<file path="config.mk">
export PLATFORM = sky130hd
export DESIGN_NAME = aqms_top
export DESIGN_NICKNAME = d
export VERILOG_FILES = /design/src/hw/aqms_pkg.sv /design/src/hw/aqms_timer_if.sv /design/src/hw/aqms_timer.sv /design/src/hw/aqms_top.sv
export SDC_FILE = /design/constraint.sdc
export NUM_CORES = 1
export LEC_CHECK = 0
export BUFFER_PORTS_ARGS = -buffer_cell sky130_fd_sc_hd__buf_2
export CORE_ASPECT_RATIO = 1.1
export CORE_UTILIZATION = 29
export DETAILED_ROUTE_END_ITERATION = 6
export PLACE_DENSITY_LB_ADDON = 0.25
export SLEW_MARGIN = 5
export SYNTH_ARGS = -nofsm -noshare
export SYNTH_HDL_FRONTEND = slang
export SYNTH_SLANG_ARGS = --single-unit
</file>
<file path="constraint.sdc">
create_clock -name ref_clk_in -period 2.9 [get_ports ref_clk_in]
set_input_delay 0.58 -clock ref_clk_in [delete_from_list [all_inputs] [get_ports ref_clk_in]]
set_output_delay 0.58 -clock ref_clk_in [all_outputs]
set_load 0.01 [all_outputs]
</file>
<file path="src/hw/aqms_pkg.sv">
// Shared constants of the queue mode and status block: register map,
// status field layout, mode encodings and reset values.
// Assumes a 16-bit register port with byte addresses on word boundaries.
package aqms_pkg;

   // -------------------------------------------------------------
   // Register port
   // -------------------------------------------------------------
   localparam int unsigned ADDR_W = 4;
   localparam int unsigned DATA_W = 16;

   localparam logic [3:0] OFS_QUEUE_TWO_CTRL = 4'h0;  // Mode field and single-scan enable
   localparam logic [3:0] OFS_QUEUE_STATUS_0 = 4'h4;  // Main status register
   localparam logic [3:0] OFS_IRQ_STATUS     = 4'h8;  // Sticky event bits, write one to clear
   localparam logic [3:0] OFS_IRQ_MASK       = 4'hc;  // Event enables

   // -------------------------------------------------------------
   // Queue-two control layout
   // -------------------------------------------------------------
   localparam int unsigned SSE_BIT  = 13;
   localparam int unsigned MODE_LSB = 8;
   localparam int unsigned MODE_W   = 5;

   // -------------------------------------------------------------
   // Status layout: six flags above the state code and pointer
   // -------------------------------------------------------------
   localparam int unsigned FLAG_N   = 6;
   localparam int unsigned FLAG_LSB = 10;
   localparam int unsigned QS_LSB   = 6;
   localparam int unsigned QS_W     = 4;
   localparam int unsigned CWP_W    = 6;

   // Flag index inside the six-bit flag group
   localparam int unsigned F_CF1  = 5;
   localparam int unsigned F_PF1  = 4;
   localparam int unsigned F_CF2  = 3;
   localparam int unsigned F_PF2  = 2;
   localparam int unsigned F_QUEUE_ONE_TRIGGER_OVERRUN = 1;
   localparam int unsigned F_QUEUE_TWO_TRIGGER_OVERRUN = 0;

   // -------------------------------------------------------------
   // Mode encodings (low four bits; bit 4 selects continuous scan)
   // -------------------------------------------------------------
   localparam logic [3:0] MODE_LO_DISABLED = 4'h0;
   localparam logic [3:0] MODE_LO_SW       = 4'h1;
   localparam logic [3:0] MODE_LO_EXT_RISE = 4'h2;
   localparam logic [3:0] MODE_LO_EXT_FALL = 4'h3;
   localparam logic [3:0] MODE_LO_TMR_FIRST = 4'h4;
   localparam logic [3:0] MODE_LO_TMR_LAST  = 4'he;
   localparam logic [4:0] TMR_EXP_OFFSET   = 5'h3;  // Code 4 gives two to the seventh

   // -------------------------------------------------------------
   // Timer and reset values
   // -------------------------------------------------------------
   localparam int unsigned TMR_W        = 17;
   localparam int unsigned CONVERTER_CLOCK_DIV_DEF = 4;       // Reference clocks per converter clock
   localparam logic [DATA_W-1:0] RST_CTRL = 16'h0000;
   localparam logic [DATA_W-1:0] RST_STATUS = 16'h0000;
   localparam logic [FLAG_N-1:0] RST_MASK = 6'h00;

   typedef enum logic [2:0] {
      Q2_IDLE,
      Q2_PEND,
      Q2_ACTIVE,
      Q2_PAUSED,
      Q2_SUSP
   } aqms_q2_state_e;

endpackage

</file>
<file path="src/hw/aqms_timer_if.sv">
// Link between the queue controller and its interval/periodic timer.
// Assumes both ends run on the reference clock.
`timescale 1ns/1ps
interface aqms_timer_if;
   logic       run;       // Timer counts while high, clears while low
   logic [4:0] exponent;  // Interval is two to this power in converter clocks
   logic       converter_clock_en;   // One-cycle converter clock enable
   logic       expire;    // One-cycle pulse at each interval end

   modport ctrl  (output run, output exponent, input converter_clock_en, input expire);
   modport timer (input run, input exponent, output converter_clock_en, output expire);
endinterface

</file>
<file path="src/hw/aqms_timer.sv">
// Converter clock divider and interval/periodic timer for queue two.
// Assumes one reference clock; the converter clock is an enable pulse.
`timescale 1ns/1ps
module aqms_timer #(
   parameter int unsigned CONVERTER_CLOCK_DIV = aqms_pkg::CONVERTER_CLOCK_DIV_DEF
) (
   input  wire logic  ref_clk_in,
   input  wire logic  reset_in,
   aqms_timer_if.timer tmr
);
   import aqms_pkg::*;

   logic [15:0]      div_q;
   logic [TMR_W-1:0] cnt_q;
   logic [TMR_W-1:0] mask_w;
   logic             div_wrap_w;

   // -------------------------------------------------------------
   // Converter clock enable
   // -------------------------------------------------------------
   assign div_wrap_w  = (div_q == 16'(CONVERTER_CLOCK_DIV - 1));
   assign tmr.converter_clock_en = div_wrap_w;

   // Free-running divider so the converter clock never stops
   always_ff @(posedge ref_clk_in or posedge reset_in) begin
      if (reset_in) begin
         div_q <= 16'h0000;
      end else begin
         div_q <= div_wrap_w ? 16'h0000 : div_q + 16'h0001;
      end
   end

   // -------------------------------------------------------------
   // Interval counter
   // -------------------------------------------------------------
   // Low bits all ones marks the end of each power-of-two interval
   assign mask_w     = TMR_W'((18'h00001 << tmr.exponent) - 18'h00001);
   assign tmr.expire = tmr.run & div_wrap_w & ((cnt_q & mask_w) == mask_w);

   // Cleared while idle so the first interval is a full one
   always_ff @(posedge ref_clk_in or posedge reset_in) begin
      if (reset_in) begin
         cnt_q <= '0;
      end else if (!tmr.run) begin
         cnt_q <= '0;
      end else if (div_wrap_w) begin
         cnt_q <= cnt_q + TMR_W'(1);
      end
   end

endmodule

</file>
<file path="src/hw/aqms_top.sv">
// Queue-two mode control and main status register of a queued converter.
// Assumes the conversion engine reports each stored result as a pulse and
// that queue-one state and triggers come from the queue-one sequencer.
//
// What this block does
// - Mode 00000 disables queue two entirely
// - Mode 00001 scans once on enable write
// - Modes 00010/00011 scan once on rise/fall
// - Modes 00100-01110 interval single scan, 2^7..2^17
// - Mode 10001 continuous scan started by enable
// - Modes 10010/10011 continuous scan per edge
// - Modes 10100-11110 periodic continuous scan, 2^7..2^17
// - Flags clear by zero write after read-one
// - Other status fields are read-only
// - Completion flag set after last result stored
// - Pause flag set after pause word stored
// - Queue-one overrun only while queue one active
// - Queue-one overrun only in external trigger modes
// - Queue-two overrun while active, suspended or pending
// - Queue-two overrun never in software modes
// - Joint state code reports both queues
// - Single-scan enable always reads zero
// - Single-scan enable self-clears after scan completes, except in continuous modes
//
// Design decisions made here: the register offsets and the strobed register port.
`timescale 1ns/1ps
module aqms_top #(
   parameter int unsigned CONVERTER_CLOCK_DIV = aqms_pkg::CONVERTER_CLOCK_DIV_DEF
) (
   input  wire logic                        ref_clk_in,
   input  wire logic                        reset_in,
   input  wire logic [aqms_pkg::ADDR_W-1:0] reg_addr_in,
   input  wire logic [aqms_pkg::DATA_W-1:0] reg_wdata_in,
   input  wire logic                        reg_wr_in,
   input  wire logic                        reg_rd_in,
   output logic      [aqms_pkg::DATA_W-1:0] reg_rdata_out,
   input  wire logic                        external_trigger_two_in,
   input  wire logic                        q1_active_in,
   input  wire logic                        q1_paused_in,
   input  wire logic                        q1_ext_mode_in,
   input  wire logic                        q1_trigger_in,
   input  wire logic                        conv_done_in,
   input  wire logic                        conv_queue_two_in,
   input  wire logic                        conv_last_in,
   input  wire logic                        conv_pause_in,
   input  wire logic [aqms_pkg::CWP_W-1:0]  command_word_pointer_in,
   output logic                             q2_run_out,
   output logic                             q2_trigger_pending_out,
   output logic                             irq_out
);
   import aqms_pkg::*;

   // -------------------------------------------------------------
   // Declarations
   // -------------------------------------------------------------
   aqms_timer_if tmr_if ();

   logic [MODE_W-1:0] mode_q;
   logic              sse_q;
   logic              sse_start_q;
   logic              ext_prev_q;
   aqms_q2_state_e    state_q;
   aqms_q2_state_e    state_d;
   logic [FLAG_N-1:0] flags_q;
   logic [FLAG_N-1:0] flags_d;
   logic [FLAG_N-1:0] armed_q;
   logic [FLAG_N-1:0] armed_d;
   logic [FLAG_N-1:0] flag_set_w;
   logic [FLAG_N-1:0] irq_stat_q;
   logic [FLAG_N-1:0] irq_mask_q;
   logic [CWP_W-1:0]  cwp_q;
   logic [DATA_W-1:0] rdata_q;

   logic              sel_ctrl_w;
   logic              sel_stat_w;
   logic              sel_istat_w;
   logic              sel_imask_w;
   logic              ctrl_wr_w;
   logic              stat_wr_w;
   logic              stat_rd_w;
   logic [MODE_W-1:0] wr_mode_w;
   logic              mode_chg_w;

   logic [3:0]        mode_lo_w;
   logic              mode_cont_w;
   logic              mode_sw_w;
   logic              mode_ext_w;
   logic              mode_tmr_w;
   logic              mode_valid_w;
   logic              ext_rise_w;
   logic              ext_fall_w;
   logic              ext_edge_w;
   logic              trig2_w;
   logic              armed2_w;
   logic              busy2_w;
   logic              q2_done_w;
   logic              q2_last_w;
   logic              q2_pause_w;
   logic [1:0]        qs_hi_w;
   logic [1:0]        qs_lo_w;
   logic [QS_W-1:0]   qs_w;
   logic [DATA_W-1:0] status_w;
   logic [DATA_W-1:0] ctrl_rd_w;
   logic [DATA_W-1:0] rd_mux_w;

   // -------------------------------------------------------------
   // Register decode
   // -------------------------------------------------------------
   assign sel_ctrl_w  = (reg_addr_in == OFS_QUEUE_TWO_CTRL);
   assign sel_stat_w  = (reg_addr_in == OFS_QUEUE_STATUS_0);
   assign sel_istat_w = (reg_addr_in == OFS_IRQ_STATUS);
   assign sel_imask_w = (reg_addr_in == OFS_IRQ_MASK);
   assign ctrl_wr_w   = reg_wr_in & sel_ctrl_w;
   assign stat_wr_w   = reg_wr_in & sel_stat_w;
   assign stat_rd_w   = reg_rd_in & sel_stat_w;
   assign wr_mode_w   = reg_wdata_in[MODE_LSB +: MODE_W];
   assign mode_chg_w  = ctrl_wr_w & (wr_mode_w != mode_q);

   // -------------------------------------------------------------
   // Mode decode
   // -------------------------------------------------------------
   // Low four bits pick the trigger source, bit 4 picks continuous scan
   assign mode_lo_w    = mode_q[3:0];
   assign mode_cont_w  = mode_q[MODE_W-1];
   assign mode_sw_w    = (mode_lo_w == MODE_LO_SW);
   assign mode_ext_w   = (mode_lo_w == MODE_LO_EXT_RISE) |
                         (mode_lo_w == MODE_LO_EXT_FALL);
   assign mode_tmr_w   = (mode_lo_w >= MODE_LO_TMR_FIRST) &
                         (mode_lo_w <= MODE_LO_TMR_LAST);
   // Disabled and reserved codes start nothing
   assign mode_valid_w = (mode_lo_w != MODE_LO_DISABLED) &
                         (mode_sw_w | mode_ext_w | mode_tmr_w);

   // -------------------------------------------------------------
   // Trigger sources
   // -------------------------------------------------------------
   // Trigger pin is synchronous; one flop of history finds its edges
   assign ext_rise_w = external_trigger_two_in & ~ext_prev_q;
   assign ext_fall_w = ~external_trigger_two_in & ext_prev_q;
   assign ext_edge_w = (mode_lo_w == MODE_LO_EXT_FALL) ? ext_fall_w : ext_rise_w;

   // Timer runs only in timer modes once the queue is armed
   assign tmr_if.run      = mode_tmr_w & armed2_w;
   assign tmr_if.exponent = 5'(mode_lo_w) + TMR_EXP_OFFSET;

   // One trigger line regardless of source
   assign trig2_w = mode_valid_w &
                    ((mode_sw_w  & sse_start_q) |
                     (mode_ext_w & ext_edge_w)  |
                     (mode_tmr_w & tmr_if.expire));

   // Single scans and the software continuous scan wait for the enable
   assign armed2_w = mode_valid_w &
                     ((mode_cont_w & ~mode_sw_w) | sse_q | sse_start_q);

   // -------------------------------------------------------------
   // Converter reports
   // -------------------------------------------------------------
   assign q2_done_w  = conv_done_in & conv_queue_two_in;
   assign q2_last_w  = q2_done_w & conv_last_in;
   assign q2_pause_w = q2_done_w & conv_pause_in;
   assign busy2_w    = (state_q == Q2_ACTIVE) | (state_q == Q2_SUSP) | (state_q == Q2_PEND);

   // -------------------------------------------------------------
   // Control register
   // -------------------------------------------------------------
   // Enable is taken a cycle late so it acts under the mode written with it
   always_ff @(posedge ref_clk_in or posedge reset_in) begin
      if (reset_in) begin
         mode_q      <= RST_CTRL[MODE_LSB +: MODE_W];
         sse_start_q <= 1'b0;
      end else begin
         sse_start_q <= ctrl_wr_w & reg_wdata_in[SSE_BIT];
         if (ctrl_wr_w) begin
            mode_q <= wr_mode_w;
         end
      end
   end

   // Enable self-clears when its single scan completes or the mode moves
   always_ff @(posedge ref_clk_in or posedge reset_in) begin
      if (reset_in) begin
         sse_q <= 1'b0;
      end else if (sse_start_q) begin
         sse_q <= 1'b1;
      end else if (mode_chg_w | (q2_last_w & ~mode_cont_w)) begin
         sse_q <= 1'b0;
      end
   end

   // -------------------------------------------------------------
   // Queue-two sequencing
   // -------------------------------------------------------------
   // Queue one always has priority; queue two waits or suspends for it
   always_comb begin
      state_d = state_q;
      case (state_q)
         Q2_IDLE: begin
            if (trig2_w & armed2_w) begin
               state_d = q1_active_in ? Q2_PEND : Q2_ACTIVE;
            end
         end
         Q2_PEND: begin
            if (!q1_active_in) begin
               state_d = Q2_ACTIVE;
            end
         end
         Q2_ACTIVE: begin
            if (q2_last_w) begin
               // Software continuous scan restarts at once, others wait
               state_d = (mode_cont_w & mode_sw_w) ? Q2_ACTIVE : Q2_IDLE;
            end else if (q2_pause_w) begin
               state_d = Q2_PAUSED;
            end else if (q1_active_in) begin
               state_d = Q2_SUSP;
            end
         end
         Q2_PAUSED: begin
            if (trig2_w) begin
               state_d = q1_active_in ? Q2_PEND : Q2_ACTIVE;
            end
         end
         Q2_SUSP: begin
            if (!q1_active_in) begin
               state_d = Q2_ACTIVE;
            end
         end
         default: begin
            state_d = Q2_IDLE;
         end
      endcase
      if (!mode_valid_w | mode_chg_w) begin
         state_d = Q2_IDLE;
      end
   end

   always_ff @(posedge ref_clk_in or posedge reset_in) begin
      if (reset_in) begin
         state_q <= Q2_IDLE;
      end else begin
         state_q <= state_d;
      end
   end

   assign q2_run_out             = (state_q == Q2_ACTIVE);
   assign q2_trigger_pending_out = (state_q == Q2_PEND);

   // -------------------------------------------------------------
   // Status flag events
   // -------------------------------------------------------------
   assign flag_set_w[F_CF1]  = conv_done_in & ~conv_queue_two_in & conv_last_in;
   assign flag_set_w[F_PF1]  = conv_done_in & ~conv_queue_two_in & conv_pause_in;
   assign flag_set_w[F_CF2]  = q2_last_w;
   assign flag_set_w[F_PF2]  = q2_pause_w;
   assign flag_set_w[F_QUEUE_ONE_TRIGGER_OVERRUN] = q1_trigger_in & q1_active_in & q1_ext_mode_in;
   // Software triggers never count as overruns
   assign flag_set_w[F_QUEUE_TWO_TRIGGER_OVERRUN] = trig2_w & ~mode_sw_w & busy2_w;

   // -------------------------------------------------------------
   // Clear-after-read flags
   // -------------------------------------------------------------
   // A flag clears only on a zero write after it was read as one; a new
   // event in the same cycle wins and demands a fresh read
   genvar gi;
   generate
      for (gi = 0; gi < FLAG_N; gi++) begin : g_flag
         always_comb begin
            flags_d[gi] = flags_q[gi];
            armed_d[gi] = armed_q[gi];
            if (stat_rd_w) begin
               armed_d[gi] = flags_q[gi];
            end
            if (stat_wr_w) begin
               if (armed_q[gi] & ~reg_wdata_in[FLAG_LSB + gi]) begin
                  flags_d[gi] = 1'b0;
               end
               armed_d[gi] = 1'b0;
            end
            if (flag_set_w[gi]) begin
               flags_d[gi] = 1'b1;
               armed_d[gi] = 1'b0;
            end
         end
      end
   endgenerate

   always_ff @(posedge ref_clk_in or posedge reset_in) begin
      if (reset_in) begin
         flags_q <= RST_STATUS[FLAG_LSB +: FLAG_N];
         armed_q <= '0;
      end else begin
         flags_q <= flags_d;
         armed_q <= armed_d;
      end
   end

   // Pointer follows the engine; software cannot write it
   always_ff @(posedge ref_clk_in or posedge reset_in) begin
      if (reset_in) begin
         cwp_q <= RST_STATUS[CWP_W-1:0];
      end else begin
         cwp_q <= command_word_pointer_in;
      end
   end

   // -------------------------------------------------------------
   // Joint queue state
   // -------------------------------------------------------------
   assign qs_hi_w = q1_active_in ? 2'h2 : (q1_paused_in ? 2'h1 : 2'h0);
   assign qs_lo_w = (state_q == Q2_PAUSED) ? 2'h1 :
                    (state_q == Q2_PEND)   ? 2'h3 :
                    ((state_q == Q2_ACTIVE) | (state_q == Q2_SUSP)) ? 2'h2 : 2'h0;
   assign qs_w    = {qs_hi_w, qs_lo_w};

   // Only the flag group is writable; the rest is assembled from state
   assign status_w = {flags_q, qs_w, cwp_q};

   // -------------------------------------------------------------
   // Interrupt status and mask
   // -------------------------------------------------------------
   // Write one clears; an event in the same cycle keeps its bit set
   always_ff @(posedge ref_clk_in or posedge reset_in) begin
      if (reset_in) begin
         irq_stat_q <= '0;
         irq_mask_q <= RST_MASK;
      end else begin
         irq_stat_q <= (irq_stat_q & ~((reg_wr_in & sel_istat_w) ?
                        reg_wdata_in[FLAG_N-1:0] : {FLAG_N{1'b0}})) | flag_set_w;
         if (reg_wr_in & sel_imask_w) begin
            irq_mask_q <= reg_wdata_in[FLAG_N-1:0];
         end
      end
   end

   assign irq_out = |(irq_stat_q & irq_mask_q);

   // -------------------------------------------------------------
   // Read path
   // -------------------------------------------------------------
   // Enable bit is left out of the readback on purpose
   assign ctrl_rd_w = {{(DATA_W-MODE_LSB-MODE_W){1'b0}}, mode_q, {MODE_LSB{1'b0}}};
   assign rd_mux_w  = sel_ctrl_w  ? ctrl_rd_w :
                      sel_stat_w  ? status_w :
                      sel_istat_w ? {{(DATA_W-FLAG_N){1'b0}}, irq_stat_q} :
                      sel_imask_w ? {{(DATA_W-FLAG_N){1'b0}}, irq_mask_q} :
                      {DATA_W{1'b0}};

   // Data stand for exactly one cycle after the strobe
   always_ff @(posedge ref_clk_in or posedge reset_in) begin
      if (reset_in) begin
         rdata_q    <= '0;
         ext_prev_q <= 1'b0;
      end else begin
         rdata_q    <= reg_rd_in ? rd_mux_w : {DATA_W{1'b0}};
         ext_prev_q <= external_trigger_two_in;
      end
   end

   assign reg_rdata_out = rdata_q;

   // -------------------------------------------------------------
   // Timer
   // -------------------------------------------------------------
   aqms_timer #(
      .CONVERTER_CLOCK_DIV (CONVERTER_CLOCK_DIV)
   ) u_timer (
      .ref_clk_in (ref_clk_in),
      .reset_in   (reset_in),
      .tmr        (tmr_if.timer)
   );

endmodule

</file>
* Word-level counts from Yosys, hierarchy flattened
Cells that the tools add are included.
Storage, ports and cells: output and inout bits 19, input bits 39, register bits 90, word-level logic and storage cells 209
Cells by class: bitwise logic cells 66, $add $sub $neg 4, order comparisons 2, muxes and demuxes 63, reductions and logical operators 32, eq/ne operators 18, shift operators 1
Operators with widths (number):
- $mux 16 | 4
- $mux 1 | 40
- $and 1x1->1 | 39
- $mux 17 | 2
- $reduce_bool 2->1 | 13
- $mux 3 | 7
- $mux 6 | 3
- $reduce_bool 3->1 | 6
- $add 17x1->17 const B | 1
- $and 17x17->17 | 1
- $eq 17x17->1 | 1
- $shl 1x5->17 const A | 1
- $sub 17x1->17 const B | 1
- $add 16x1->16 const B | 1
- $eq 16x2->1 const B | 1
- $and 6x6->6 | 2
- $mux 2 | 6
- $pmux 3 s4 | 1
- $reduce_and 2->1 | 6
- $not 1->1 | 11
- $or 1x1->1 | 11
- $eq 4x2->1 const B | 2
- $eq 4x4->1 const B | 2
- $eq 3x2->1 const B | 2
- other kinds (21) | 22

* Depth between registers and ports, before layout
Gate-level depths: netlist (run 1).
depth after elaboration 16, mapped depth 8, gate-level depth less buffers 7

* Hierarchy
Synthesis (run 1) repeated with hierarchy kept, for this count alone.
Second synthesis, totals: cell total of the unflattened synthesis 502, area total of the unflattened synthesis 4757.1 sq um
By module, submodules not included:
- aqms_top | seq. area each 1426.4 sq um, area each 2793.9 sq um, cells each 286, times used 1
- aqms_timer | seq. area each 825.8 sq um, area each 1963.1 sq um, cells each 216, times used 1

* Worst setup path before layout (run 1)
Ideal clock, no wire load.
path kind in2reg, start point input port reg_addr_in[1] in the netlist's numbering, end point register armed_q[0], slack 0.997 ns, path buffers 1, setup time 0.065 ns, arrival time 1.838 ns, required time 2.835 ns, cell stages on the path 7, cell sequence or4b_1 > buf_2 > nor2_2 > nand2_1 > a21oi_1 > a21oi_1 > o21ba_1
On the way: longest elaborated chain between the ends 4
Ends and longest elaborated chain:
- start, declared | line aqms_top.sv:32 | input wire logic [aqms_pkg::ADDR_W-1:0] reg_addr_in,
- $eq 4x3->1 * | line aqms_top.sv:110 | assign sel_stat_w = (reg_addr_in == OFS_QUEUE_STATUS_0);
- $and 1x1->1 | line aqms_top.sv:114 | assign stat_wr_w = reg_wr_in & sel_stat_w;
- $mux 1 | line aqms_top.sv:273 | if (stat_wr_w) begin
- $mux 1 | line aqms_top.sv:279 | if (flag_set_w[gi]) begin
- end signal, assigned | line aqms_top.sv:293 | armed_q <= armed_d;
- end, declared | line aqms_top.sv:66 | logic [FLAG_N-1:0] armed_q;
Every way passes the cells marked *; elsewhere a longest branch is shown, timed or not. A chain may end at the register's enable or synchronous reset.

* Worst setup path in the final report (run 1)
start point register u_timer.div_q[0], end point register u_timer.cnt_q[15]
On the way: longest elaborated chain between the ends 2
Ends and longest elaborated chain:
- start, declared | line aqms_timer.sv:13 | logic [15:0] div_q;
- start signal, assigned | line aqms_timer.sv:29 | div_q <= div_wrap_w ? 16'h0000 : div_q + 16'h0001;
- $eq 16x2->1 | line aqms_timer.sv:21 | assign div_wrap_w = (div_q == 16'(CONVERTER_CLOCK_DIV - 1));
- $ne 2x2->1 (no line)
- end signal, assigned | line aqms_timer.sv:47 | cnt_q <= cnt_q + TMR_W'(1);
- end, declared | line aqms_timer.sv:14 | logic [TMR_W-1:0] cnt_q;
No other way between the ends.

==> results.md, run 1 <==
- Status: finished, final reports clean
- Post-synth EDFFs: 0
- Nets: about 540
- Mapped Area: ~0.0044 mm^2
- Max_cap viols: 0
- Core Area: 0.01462 mm^2
- WP data arrival: about 2.5 ns
- Final Slew Violations: 0
- Worst path cell trace: ha_1, nor3b_1, and4_1, nand4_1, or3_1, a21oi_1
- Detail Route Antenna Nets: 0
- Hold buffer count at cts: 0
- Detailed Route Iter0 Violations: between 200 and 250
- Cell Pwr Density: between 600 and 700 mW/mm^2
- First-pass GRT wire length: approximately 17 mm
- Die area: approximately 0.016 mm^2
- Leak Pwr: around 2.2 nW
- Switch share: 0.2820
- Post-Syn Instances: roughly 440
- H-tree level count: 3
- Initial antenna violation count: 1
- Vias in the first global route: around 3300
- I/O Pins: 58
- Routed wire length: between 10 and 15 mm
- Required @ worst endpoint: between 3 and 4 ns
- Post-synth cell types: 60
- I/O Buffers: 55
- Max IR drop VDD: ~0.00025 V
- CP peak stage delay: roughly 0.49 ns
- Reg clk slew, reported paths: roughly 0.06 ns
- F_max: 441.9 MHz
- Largest net degree at the start of global routing: 46
- Fraction of registers with async set/reset: 1.000
- Yosys reg bits: 90
- Die width: 119.7 um
- Final setup TNS: 0 ns
- Wirelength per Cell: 14.82 um
- Fin Clk Skew: roughly 0.01 ns
- RSZ-0062 raised after global routing: no
- Cts repair resizes: 0
- TritonCTS Buffers: 9
- Die Ht: 131.4 um
- Final min period: ~2.3 ns
- Layout cells sized above 1: 0.2004
- Period Utilization, post-route: 0.7803
- Sequential power share: 0.479
- CP Capture Type: register
- DRC errors left: 0
- Area growth, synth to finish: 17.00%
- Setup WS pre-CTS: approximately 0.53 ns
- Sequential area share after synthesis: 0.5099
- DR vias: 3445
- Startpoint type of the worst setup path: register
- Worst hold-check path type: in2async
- GRT overflow: 0
- DR vias/cell: 4.971
- Slowest cell on crit path: or3_1
- Drt first pass iters: 4
- Final hold violation count: 0
- CP Max Fanout: 13
- Cell internal pwr: around 0.0022 W
- Post-CTS setup buffers: 0
- Most used DFF post-synth: dfrtp_1
- FP Rows: 46
- Combinational Power Share: 0.160
- CP Class: reg2reg
- Finish-stage setup viols: 0
- Worst-Skew Late Latency: 0.34 ns
- Worst Tran Pin Value: roughly 0.76 ns
- Worst setup margin: around 0.64 ns
- FF-to-FF setup slack: ~0.64 ns
- Post-DP HPWL: ~7.8 mm
- Syn Area/Cell: 10.08 um^2
- Max Root-Sink Buffers: 2
- Initial core utilization: 0.3021
- Worst path buffer plus inverter count: 0
- Total track usage: 0.1374
- CTS tree: yes
- Clk pwr share: 0.361
- Net load switching power: 0.0008791 W
- Clock Sinks: 90
- Slew headroom: 0.4874
- Crit-path leading delay family: simple AND/OR/NAND/NOR gates
- Yosys warnings: 0
- Final Wtd Congestion: approximately 0.80
- CTS Root Buffer Type: clkbuf_16
[registers in the layout (all words and copies together), names as in the netlist]
name           flops
armed_q            6
cwp_q              6
ext_prev_q         1
flags_q            6
irq_mask_q         6
irq_stat_q         6
mode_q             5
reg_rdata_out     16
sse_q              1
sse_start_q        1
state_q            3
u_timer.cnt_q     17
u_timer.div_q     16
[cell families after synthesis]
kind of cell,Yosys count,synth area share
AND/OR/NAND/NOR,187,0.2249
flip-flops,90,0.5099
AO/OA/AOI/OAI,85,0.1252
XOR/XNOR,30,0.05949
buffers and inverters,28,0.03626
multiplexers,14,0.03484
adder cells (fa/ha/maj),3,0.008499
other,1,0.0008490
[per-layer routing]
metal,up-vias,wire length (um),part of all wire,global-route usage
met5,-,0,0,0
met4,0,179,0.017,0.06250
li1,1690,-,-,-
met1,1672,4852,0.47,0.1802
met3,12,419,0.041,0.02691
met2,71,4822,0.47,0.2177
[metrics by stage]
stage                     total power, W    util  instances  hold slack [ns]  area (um^2)
after floorplan                 0.001877       -        439           0.4381         4424
after global placement          0.002004  0.3337        676           0.4507         4878
after detailed placement        0.002017  0.3337        676           0.4646         4878
after CTS                       0.003155  0.3531        691           0.3395         5162
after global routing            0.003294  0.3531        691           0.3378         5162
final                           0.003117  0.3535        693           0.3463         5167
[power by group through the flow]
stage,registers [W],clock network [W],logic [W]
CTS,0.00149,0.00116,0.000504
detailed placement,0.00152,0,0.000502
global placement,0.00151,0,0.000493
floorplan,0.00144,0,0.000434
finish,0.00149,0.00113,0.000498
global route,0.00152,0.00122,0.000556
[path summary, 6_finish.rpt]
path	startpoint	to	cells after the start
min in group ref_clk_in	command_word_pointer_in[1]	cwp_q[1]	1
setup / recovery	u_timer.div_q[0]	u_timer.cnt_q[15]	6
hold reg to reg	flags_q[4]	flags_q[4]	1
setup reg to reg	u_timer.div_q[0]	u_timer.cnt_q[15]	6
max in group asynchronous	reset_in	state_q[1]	3
hold / removal	reset_in	reg_rdata_out[15]	2
[synth_stat cells, types with 3 or more instances]
library cell,instances,area [um^2]
a22oi_1,3,22.52
inv_1,13,48.80
a21oi_1,22,110.1
and4_1,3,26.28
nand2b_1,3,18.77
nand2_1,42,157.7
ha_1,3,37.54
a211oi_1,4,30.03
buf_6,6,67.56
or2_2,4,25.02
o21ai_0,21,105.1
and3_1,8,50.05
o21a_1,3,22.52
nor2_1,41,153.9
nand3_1,16,80.08
nand3b_1,7,52.55
dfrtp_1,90,2252
a31oi_1,4,25.02
nor4_1,11,68.82
a21o_1,8,60.06
mux2_2,11,123.9
or3_1,6,37.54
mux2i_1,3,30.03
nor3_1,14,70.07
or4b_1,3,30.03
xnor2_1,21,183.9
nand4_1,12,75.07
xor2_1,9,78.83
clkbuf_1,4,15.01
[worst register-to-register path: cells and delay by family (launching register included)]
family / cells / cell delay, ns
AND/OR/NAND/NOR: 4 / 1.37
flip-flops: 1 / 0.40
adder cells (fa/ha/maj): 1 / 0.27
AO/OA/AOI/OAI: 1 / 0.15
[cell usage in the layout, fill, tap and decap left out, types with 3 or more instances in the layout]
cell / synthesis / routed
nand3b_1: 7 / 7
buf_4: 2 / 4
mux2i_1: 3 / 3
a31oi_1: 4 / 4
dfrtp_1: 90 / 90
a211oi_1: 4 / 4
a22oi_1: 3 / 3
xor2_1: 9 / 9
nand4_1: 12 / 12
o21ai_0: 21 / 21
inv_1: 13 / 12
and3_1: 8 / 8
nand3_1: 16 / 16
o21a_1: 3 / 3
a21o_1: 8 / 8
nor2_1: 41 / 41
or4b_1: 3 / 3
or2_2: 4 / 4
clkbuf_16: 0 / 9
xnor2_1: 21 / 21
nor3_1: 14 / 14
nor4_1: 11 / 11
a21oi_1: 22 / 22
buf_2: 2 / 55
nand2_1: 42 / 42
mux2_2: 11 / 11
and4_1: 3 / 3
ha_1: 3 / 3
nand2b_1: 3 / 3
or3_1: 6 / 6
[final cells by class]
cell class,instances,area (um^2)
clock inverters,4,51.30
diodes,2,5.005
fillers,1529,9452
multi-input cells,321,2008
inverters,13,52.55
flip-flops and latches,90,2252
well taps,192,240.2
repair buffers,60,325.3
clock buffers,11,232.7
Note: power is estimated with default switching activity, not from simulation.
==> inputs of run 2 (changes only) <==
- clock period: 2.9 -> 2.05 ns (I/O delays scaled with it)
==> run 2 against run 1 <==
Via count rose by 0.32%. Global-route usage is 0.84 points higher. Sequential power rose by 40%. Fmax increased by 20%. Largest cell class unchanged. First-iteration DRC count is 9.2% lower. Critical path type unchanged. Flip-flop and latch count unchanged. Critical endpoint unchanged. Cell count increased by 2.2%. Sequential share of layout area down 1.4 points. Count of clock-buffer cells in the layout is 1 lower. Final area is 3.3% higher. Non-clock buffer count is 16 higher. Utilization grew 1.2 points.
==> results.md, run 2 (same netlist as run 1, synthesis figures left out) <==
- Hold slack: 0.1734 ns (was 0.3463 ns)
- Largest net degree at the start of global routing: 63 (was 46)
- Worst path buffer plus inverter count: 1 (was 0)
- Reg2reg start: u_timer.div_q[1] (was u_timer.div_q[0])
- Period Utilization, post-route: 0.9228 (was 0.7803)
- Final hold violation count: 0 (unchanged)
- First-pass GRT wire length: 17.79 mm (was 16.96 mm)
- Worst setup margin: 0.1583 ns (was 0.6371 ns)
- Startpoint type of the worst setup path: register (unchanged)
- Detail Route Antenna Nets: 0 (unchanged)
- Fin Clk Skew: 0.007415 ns (was 0.01027 ns)
- DRC errors left: 0 (unchanged)
- TritonCTS Buffers: 9 (unchanged)
- Final Wtd Congestion: 0.7936 (was 0.8017)
- Die Ht: 131.4 um (unchanged)
- Cells after DPL: 691 (was 676)
- GRT overflow: 0 (unchanged)
- DR vias: 3456 (was 3445)
- Total track usage: 0.1459 (was 0.1374)
- Most frequent cells in the layout: dfrtp_1, buf_2, nand2_1 (unchanged)
- CP peak stage delay: 0.38 ns (was 0.49 ns)
- Routed wire length: 10.66 mm (was 10.27 mm)
- Cells on Worst Hold Path: 1
- Initial core utilization: 0.3021 (unchanged)
- RSZ-0062 raised after global routing: no (unchanged)
- Post-DP Area: 0.004991 mm^2 (was 0.004878 mm^2)
- CTS Root Buffer Type: clkbuf_16 (unchanged)
- Core Area: 0.01462 mm^2 (unchanged)
- Worst path cell trace: ha_1, nor3b_1, and4_2, nand4_1, buf_4, or3_1, a21oi_1 (was ha_1, nor3b_1, and4_1, nand4_1, or3_1, a21oi_1)
- Max IR drop VDD: 0.0005225 V (was 0.0002531 V)
- Worst Reg-to-Reg Cells: 7 (was 6)
- Reg-to-reg endpoint: u_timer.cnt_q[15] (unchanged)
- Wirelength per Cell: 15.05 um (was 14.82 um)
- Crit-path leading delay family: simple AND/OR/NAND/NOR gates (unchanged)
- Nets: 553 (was 537)
- Post-DP HPWL: 8.110 mm (was 7.756 mm)
- I/O Buffers: 55 (unchanged)
- Max_cap viols: 0 (unchanged)
- FP Rows: 46 (unchanged)
- CTS tree: yes (unchanged)
- Setup WS pre-CTS: 0.09970 ns (was 0.5288 ns)
- Commonest non-fill, non-tap cell in the layout: dfrtp_1 (unchanged)
- Leak Pwr: 2.318 nW (was 2.222 nW)
- Worst hold-check path type: in2reg (was in2async)
- Max Root-Sink Buffers: 2 (unchanged)
- Reg clk slew, reported paths: 0.07 ns (was 0.06 ns)
- CP Class: reg2reg (unchanged)
- Finish-stage setup viols: 0 (unchanged)
- Slowest cell on crit path: dfrtp_1 (was or3_1)
- F_max: 528.6 MHz (was 441.9 MHz)
- Worst Hold End: cwp_q[4]
- Initial antenna violation count: 0 (was 1)
- Final min period: 1.892 ns (was 2.263 ns)
- WP data arrival: 2.15 ns (was 2.53 ns)
- FF-to-FF setup slack: 0.16 ns (was 0.64 ns)
- CP Max Fanout: 13 (unchanged)
- Drt first pass iters: 4 (unchanged)
- Required @ worst endpoint: 2.31 ns (was 3.16 ns)
- Final cell count without fillers: 708 (was 693)
- CP Capture Type: register (unchanged)
- Area of all placed cells without fillers: 0.005336 mm^2 (was 0.005167 mm^2)
- Final setup TNS: 0 ns (unchanged)
- I/O Pins: 58 (unchanged)
- Vias in the first global route: 3417 (was 3325)
- Hold Path Origin: command_word_pointer_in[4]
- Final Slew Violations: 0 (unchanged)
- Worst-Skew Late Latency: 0.34 ns (about the same)
- Number of flip-flops in the largest register: 17 (unchanged)
- Die width: 119.7 um (unchanged)
- Post-CTS setup buffers: 0 (unchanged)
- DR vias/cell: 4.881 (was 4.971)
- Layout cells sized above 1: 0.2345 (was 0.2004)
- H-tree level count: 3 (unchanged)
- Status: finished, final reports clean (unchanged)
- Clock Sinks: 90 (unchanged)
- Die area: 0.01573 mm^2 (unchanged)
- Detailed Route Iter0 Violations: 207 (was 228)
- Antenna cell count: 0 (was 2)
- Cell Pwr Density: 869.1 mW/mm^2 (was 603.2 mW/mm^2)
- Area growth, synth to finish: 20.82% (was 17.00%)
- Top reg by flops: u_timer.cnt_q (unchanged)
[run 2: changes by cell type in the layout (fill, tap and decap cells not counted), sizes merged]
cell / delta
diode: -2
clkbuf: -1
buf: +15
dlygate4sd3: +1
bufinv: +1
clkinv: +1
[run 2: final cells by class]
| cell class | count | area, um^2 |
|---|---|---|
| fill | 1502 | 9283 |
| clock buffer | 10 | 229.0 |
| tap | 192 | 240.2 |
| clock inverter | 6 | 90.09 |
| timing repair buffer | 76 | 447.9 |
| inverter | 13 | 52.55 |
| multi-input combinational | 321 | 2024 |
| sequential | 90 | 2252 |
[run 2: worst reg2reg max path, stage by stage, from the launching register on]
cell	delay, ns
dfrtp_1	0.38
ha_1	0.17
nor3b_1	0.17
and4_2	0.31
nand4_1	0.10
buf_4	0.19
or3_1	0.35
a21oi_1	0.16
[run 2: timing repair]
item                                    CTS  global route
hold endpoints to repair                  8             0
endpoints found under the setup margin    0             8
gates resized for setup                   0             4
hold buffers                              1             0
[run 2: through the flow]
stage | util | power, W
finish | 0.3650 | 0.004638
global route | 0.3650 | 0.004879
CTS | 0.3639 | 0.004691
detailed placement | 0.3414 | 0.002894
global placement | 0.3414 | 0.002874
floorplan | - | 0.002656
[run 2: layer usage]
layer	global-route usage	wire length (um)	vias up
met3	0.02604	360	11
met1	0.1924	5034	1671
met5	0	0	-
met4	0.06250	204	0
met2	0.2331	5057	62
li1	-	-	1712
[run 2: power breakdown]
group	total [W]	internal [W]	switching (W)
Clock	0.00177	0.00107	0.000701
Combinational	0.000785	0.000344	0.000440
Sequential	0.00208	0.00191	0.000165
Total	0.00464	0.00333	0.00131
[run 2: worst max-delay path by stage]
stage,startpoint,endpoint,slack (ns),cells past startpoint
final,u_timer.div_q[1],u_timer.cnt_q[15],0.16,7
after CTS,state_q[0],q2_trigger_pending_out,0.03,3
after detailed placement,u_timer.div_q[4],u_timer.cnt_q[14],0.1,7
after global placement,u_timer.div_q[11],u_timer.cnt_q[11],0.12,6
after floorplan,u_timer.div_q[0],armed_q[0],0.17,8
after global routing,u_timer.div_q[1],u_timer.cnt_q[15],0.02,7
==> inputs of run 3 (changes only) <==
- GPL_TIMING_DRIVEN: unset -> 0
==> run 3 against run 2 <==
Sequential power fell by 2%. Count of clock-buffer cells in the layout fell by 1. Fmax fell by 3.6%. Die area did not move. Hold slack barely moved. Largest power group unchanged.
==> results.md, run 3 (same netlist as run 1, synthesis figures left out) <==
- Status: finished, final reports clean (unchanged)
- H-tree level count: 3 (unchanged)
- TritonCTS Buffers: 9 (unchanged)
- Final setup TNS: 0 ns (unchanged)
- Die Ht: 131.4 um (unchanged)
- Hold Path Origin: command_word_pointer_in[0] (was command_word_pointer_in[4])
- Leak Pwr: 2.358 nW (was 2.318 nW)
- Largest net degree at the start of global routing: 36 (was 63)
- Worst Tran Pin Value: about 0.85 ns
- Layout cells sized above 1: 0.2490 (was 0.2345)
- CP Class: reg2reg (unchanged)
- Die width: 119.7 um (unchanged)
- Required @ worst endpoint: 2.29 ns (was 2.31 ns)
- F_max: 509.4 MHz (was 528.6 MHz)
- Vias in the first global route: 3505 (was 3417)
- Detail Route Antenna Nets: 0 (unchanged)
- Setup WS pre-CTS: -0.1135 ns (was 0.09970 ns)
- GRT overflow: 0 (unchanged)
- # fillers: 1468 (was 1502)
- CP Max Fanout: 8 (was 13)
- Cells after DPL: 688 (was 691)
- First-pass GRT wire length: 17.94 mm (was 17.79 mm)
- Hold buffer count at cts: 0 (was 1)
- DRC errors left: 0 (unchanged)
- Final min period: 1.963 ns (was 1.892 ns)
- Commonest non-fill, non-tap cell in the layout: dfrtp_1 (unchanged)
- Total track usage: 0.1458 (was 0.1459)
- Final Slew Violations: 0 (unchanged)
- Post-DP HPWL: 8.162 mm (was 8.110 mm)
- Area growth, synth to finish: 23.12% (was 20.82%)
- Worst setup margin: 0.08678 ns (was 0.1583 ns)
- DR vias: 3545 (was 3456)
- Max IR drop VDD: 0.0005027 V (was 0.0005225 V)
- Wirelength per Cell: 15.35 um (was 15.05 um)
- Worst-Skew Late Latency: 0.34 ns (about the same)
- RSZ-0062 raised after global routing: no (unchanged)
- Clock Sinks: 90 (unchanged)
- Top reg by flops: u_timer.cnt_q (unchanged)
- Die area: 0.01573 mm^2 (unchanged)
- CP Capture Type: register (unchanged)
- Reg2reg start: u_timer.div_q[6] (was u_timer.div_q[1])
- Initial core utilization: 0.3021 (unchanged)
- Core Area: 0.01462 mm^2 (unchanged)
- Initial antenna violation count: 0 (unchanged)
- Finish-stage setup viols: 0 (unchanged)
- Max Root-Sink Buffers: 2 (unchanged)
- DR vias/cell: 4.965 (was 4.881)
- WP data arrival: 2.20 ns (was 2.15 ns)
- Detailed Route Iter0 Violations: 219 (was 207)
- Period Utilization, post-route: 0.9577 (was 0.9228)
- Final cell count without fillers: 714 (was 708)
- Number of flip-flops in the largest register: 17 (unchanged)
- CTS tree: yes (unchanged)
- Crit. Startpoint: u_timer.div_q[6] (was u_timer.div_q[1])
- Final Wtd Congestion: 0.7766 (was 0.7936)
- Nets: 559 (was 553)
- Max_cap viols: 0 (unchanged)
- Final design utilization: 0.3720 (was 0.3650)
- Final hold violation count: 0 (unchanged)
- I/O Pins: 58 (unchanged)
- Startpoint type of the worst setup path: register (unchanged)
- Drt first pass iters: 4 (unchanged)
- FP Rows: 46 (unchanged)
- Cell Pwr Density: 864.7 mW/mm^2 (was 869.1 mW/mm^2)
- Most frequent cells in the layout: dfrtp_1, buf_2, nand2_1 (unchanged)
- Worst hold-check path type: in2reg (unchanged)
- Routed wire length: 10.96 mm (was 10.66 mm)
- Reg clk slew, reported paths: 0.06 ns (was 0.07 ns)
- Antenna cell count: 0 (unchanged)
- Slew headroom: 0.4341
- I/O Buffers: 55 (unchanged)
- CTS Root Buffer Type: clkbuf_16 (unchanged)
- Fin Clk Skew: 0.004705 ns (was 0.007415 ns)
-- run 3: path summary, 6_finish.rpt --
path / endpoint / slack, ns / depth (start not counted)
setup / recovery: armed_q[0] / 0.09 / 7
hold / removal: cwp_q[0] / 0.17 / 1
setup reg to reg: armed_q[0] / 0.09 / 7
hold reg to reg: flags_q[5] / 0.48 / 1
max in group asynchronous: u_timer.cnt_q[5] / 1.19 / 3
min in group asynchronous: reg_rdata_out[11] / 0.22 / 2
-- run 3: per-stage QoR --
step	power, W	hold WS (ns)	instance area (um^2)
global route	0.004932	0.1694	5438
CTS	0.004724	0.1630	5334
finish	0.004702	0.1737	5438
detailed placement	0.002936	0.4606	4987
floorplan	0.002656	0.4381	4424
global placement	0.002906	0.4536	4940
-- run 3: power by group --
| part | switching, W | leakage [nW] | internal, W |
|---|---|---|---|
| logic | 0.000511 | 1.04 | 0.000375 |
| registers | 0.000130 | 1.16 | 0.00191 |
| clock network | 0.000704 | 0.160 | 0.00107 |
-- run 3: area by class of cell --
cell class                      count  area, um^2  area share
Inverter                           13       52.55    0.009664
Timing Repair Buffer               67       397.9     0.07317
Tap cell                          192       240.2     0.04418
Clock inverter                      7       92.59     0.01703
Clock buffer                        9       225.2     0.04142
Multi-Input combinational cell    321        2062      0.3792
Buffer                             15       113.9     0.02094
Sequential cell                    90        2253      0.4144
-- run 3: routing by layer --
layer	global-route usage	vias up	wire, um
met1	0.1891	1717	5156
met4	0.07083	0	237
met3	0.02734	19	424
met2	0.2322	79	5139
met5	0	-	0
li1	-	1730	-
-- run 3: worst max-delay path, stage by stage, from the launching register on --
cell      delay (ns)
dfrtp_2         0.43
nor4_1          0.29
and4_4          0.28
buf_6           0.13
o2111a_2        0.25
and3_4          0.21
a21oi_2         0.08
o21ba_1         0.18
-- run 3: repair_timing --
action / 4_1_cts / 5_1_grt
setup buffers: 2 / 8
pin swaps: 0 / 1
endpoints found under the setup margin: 13 / 10
resized for setup: 3 / 13
cloned: 0 / 0
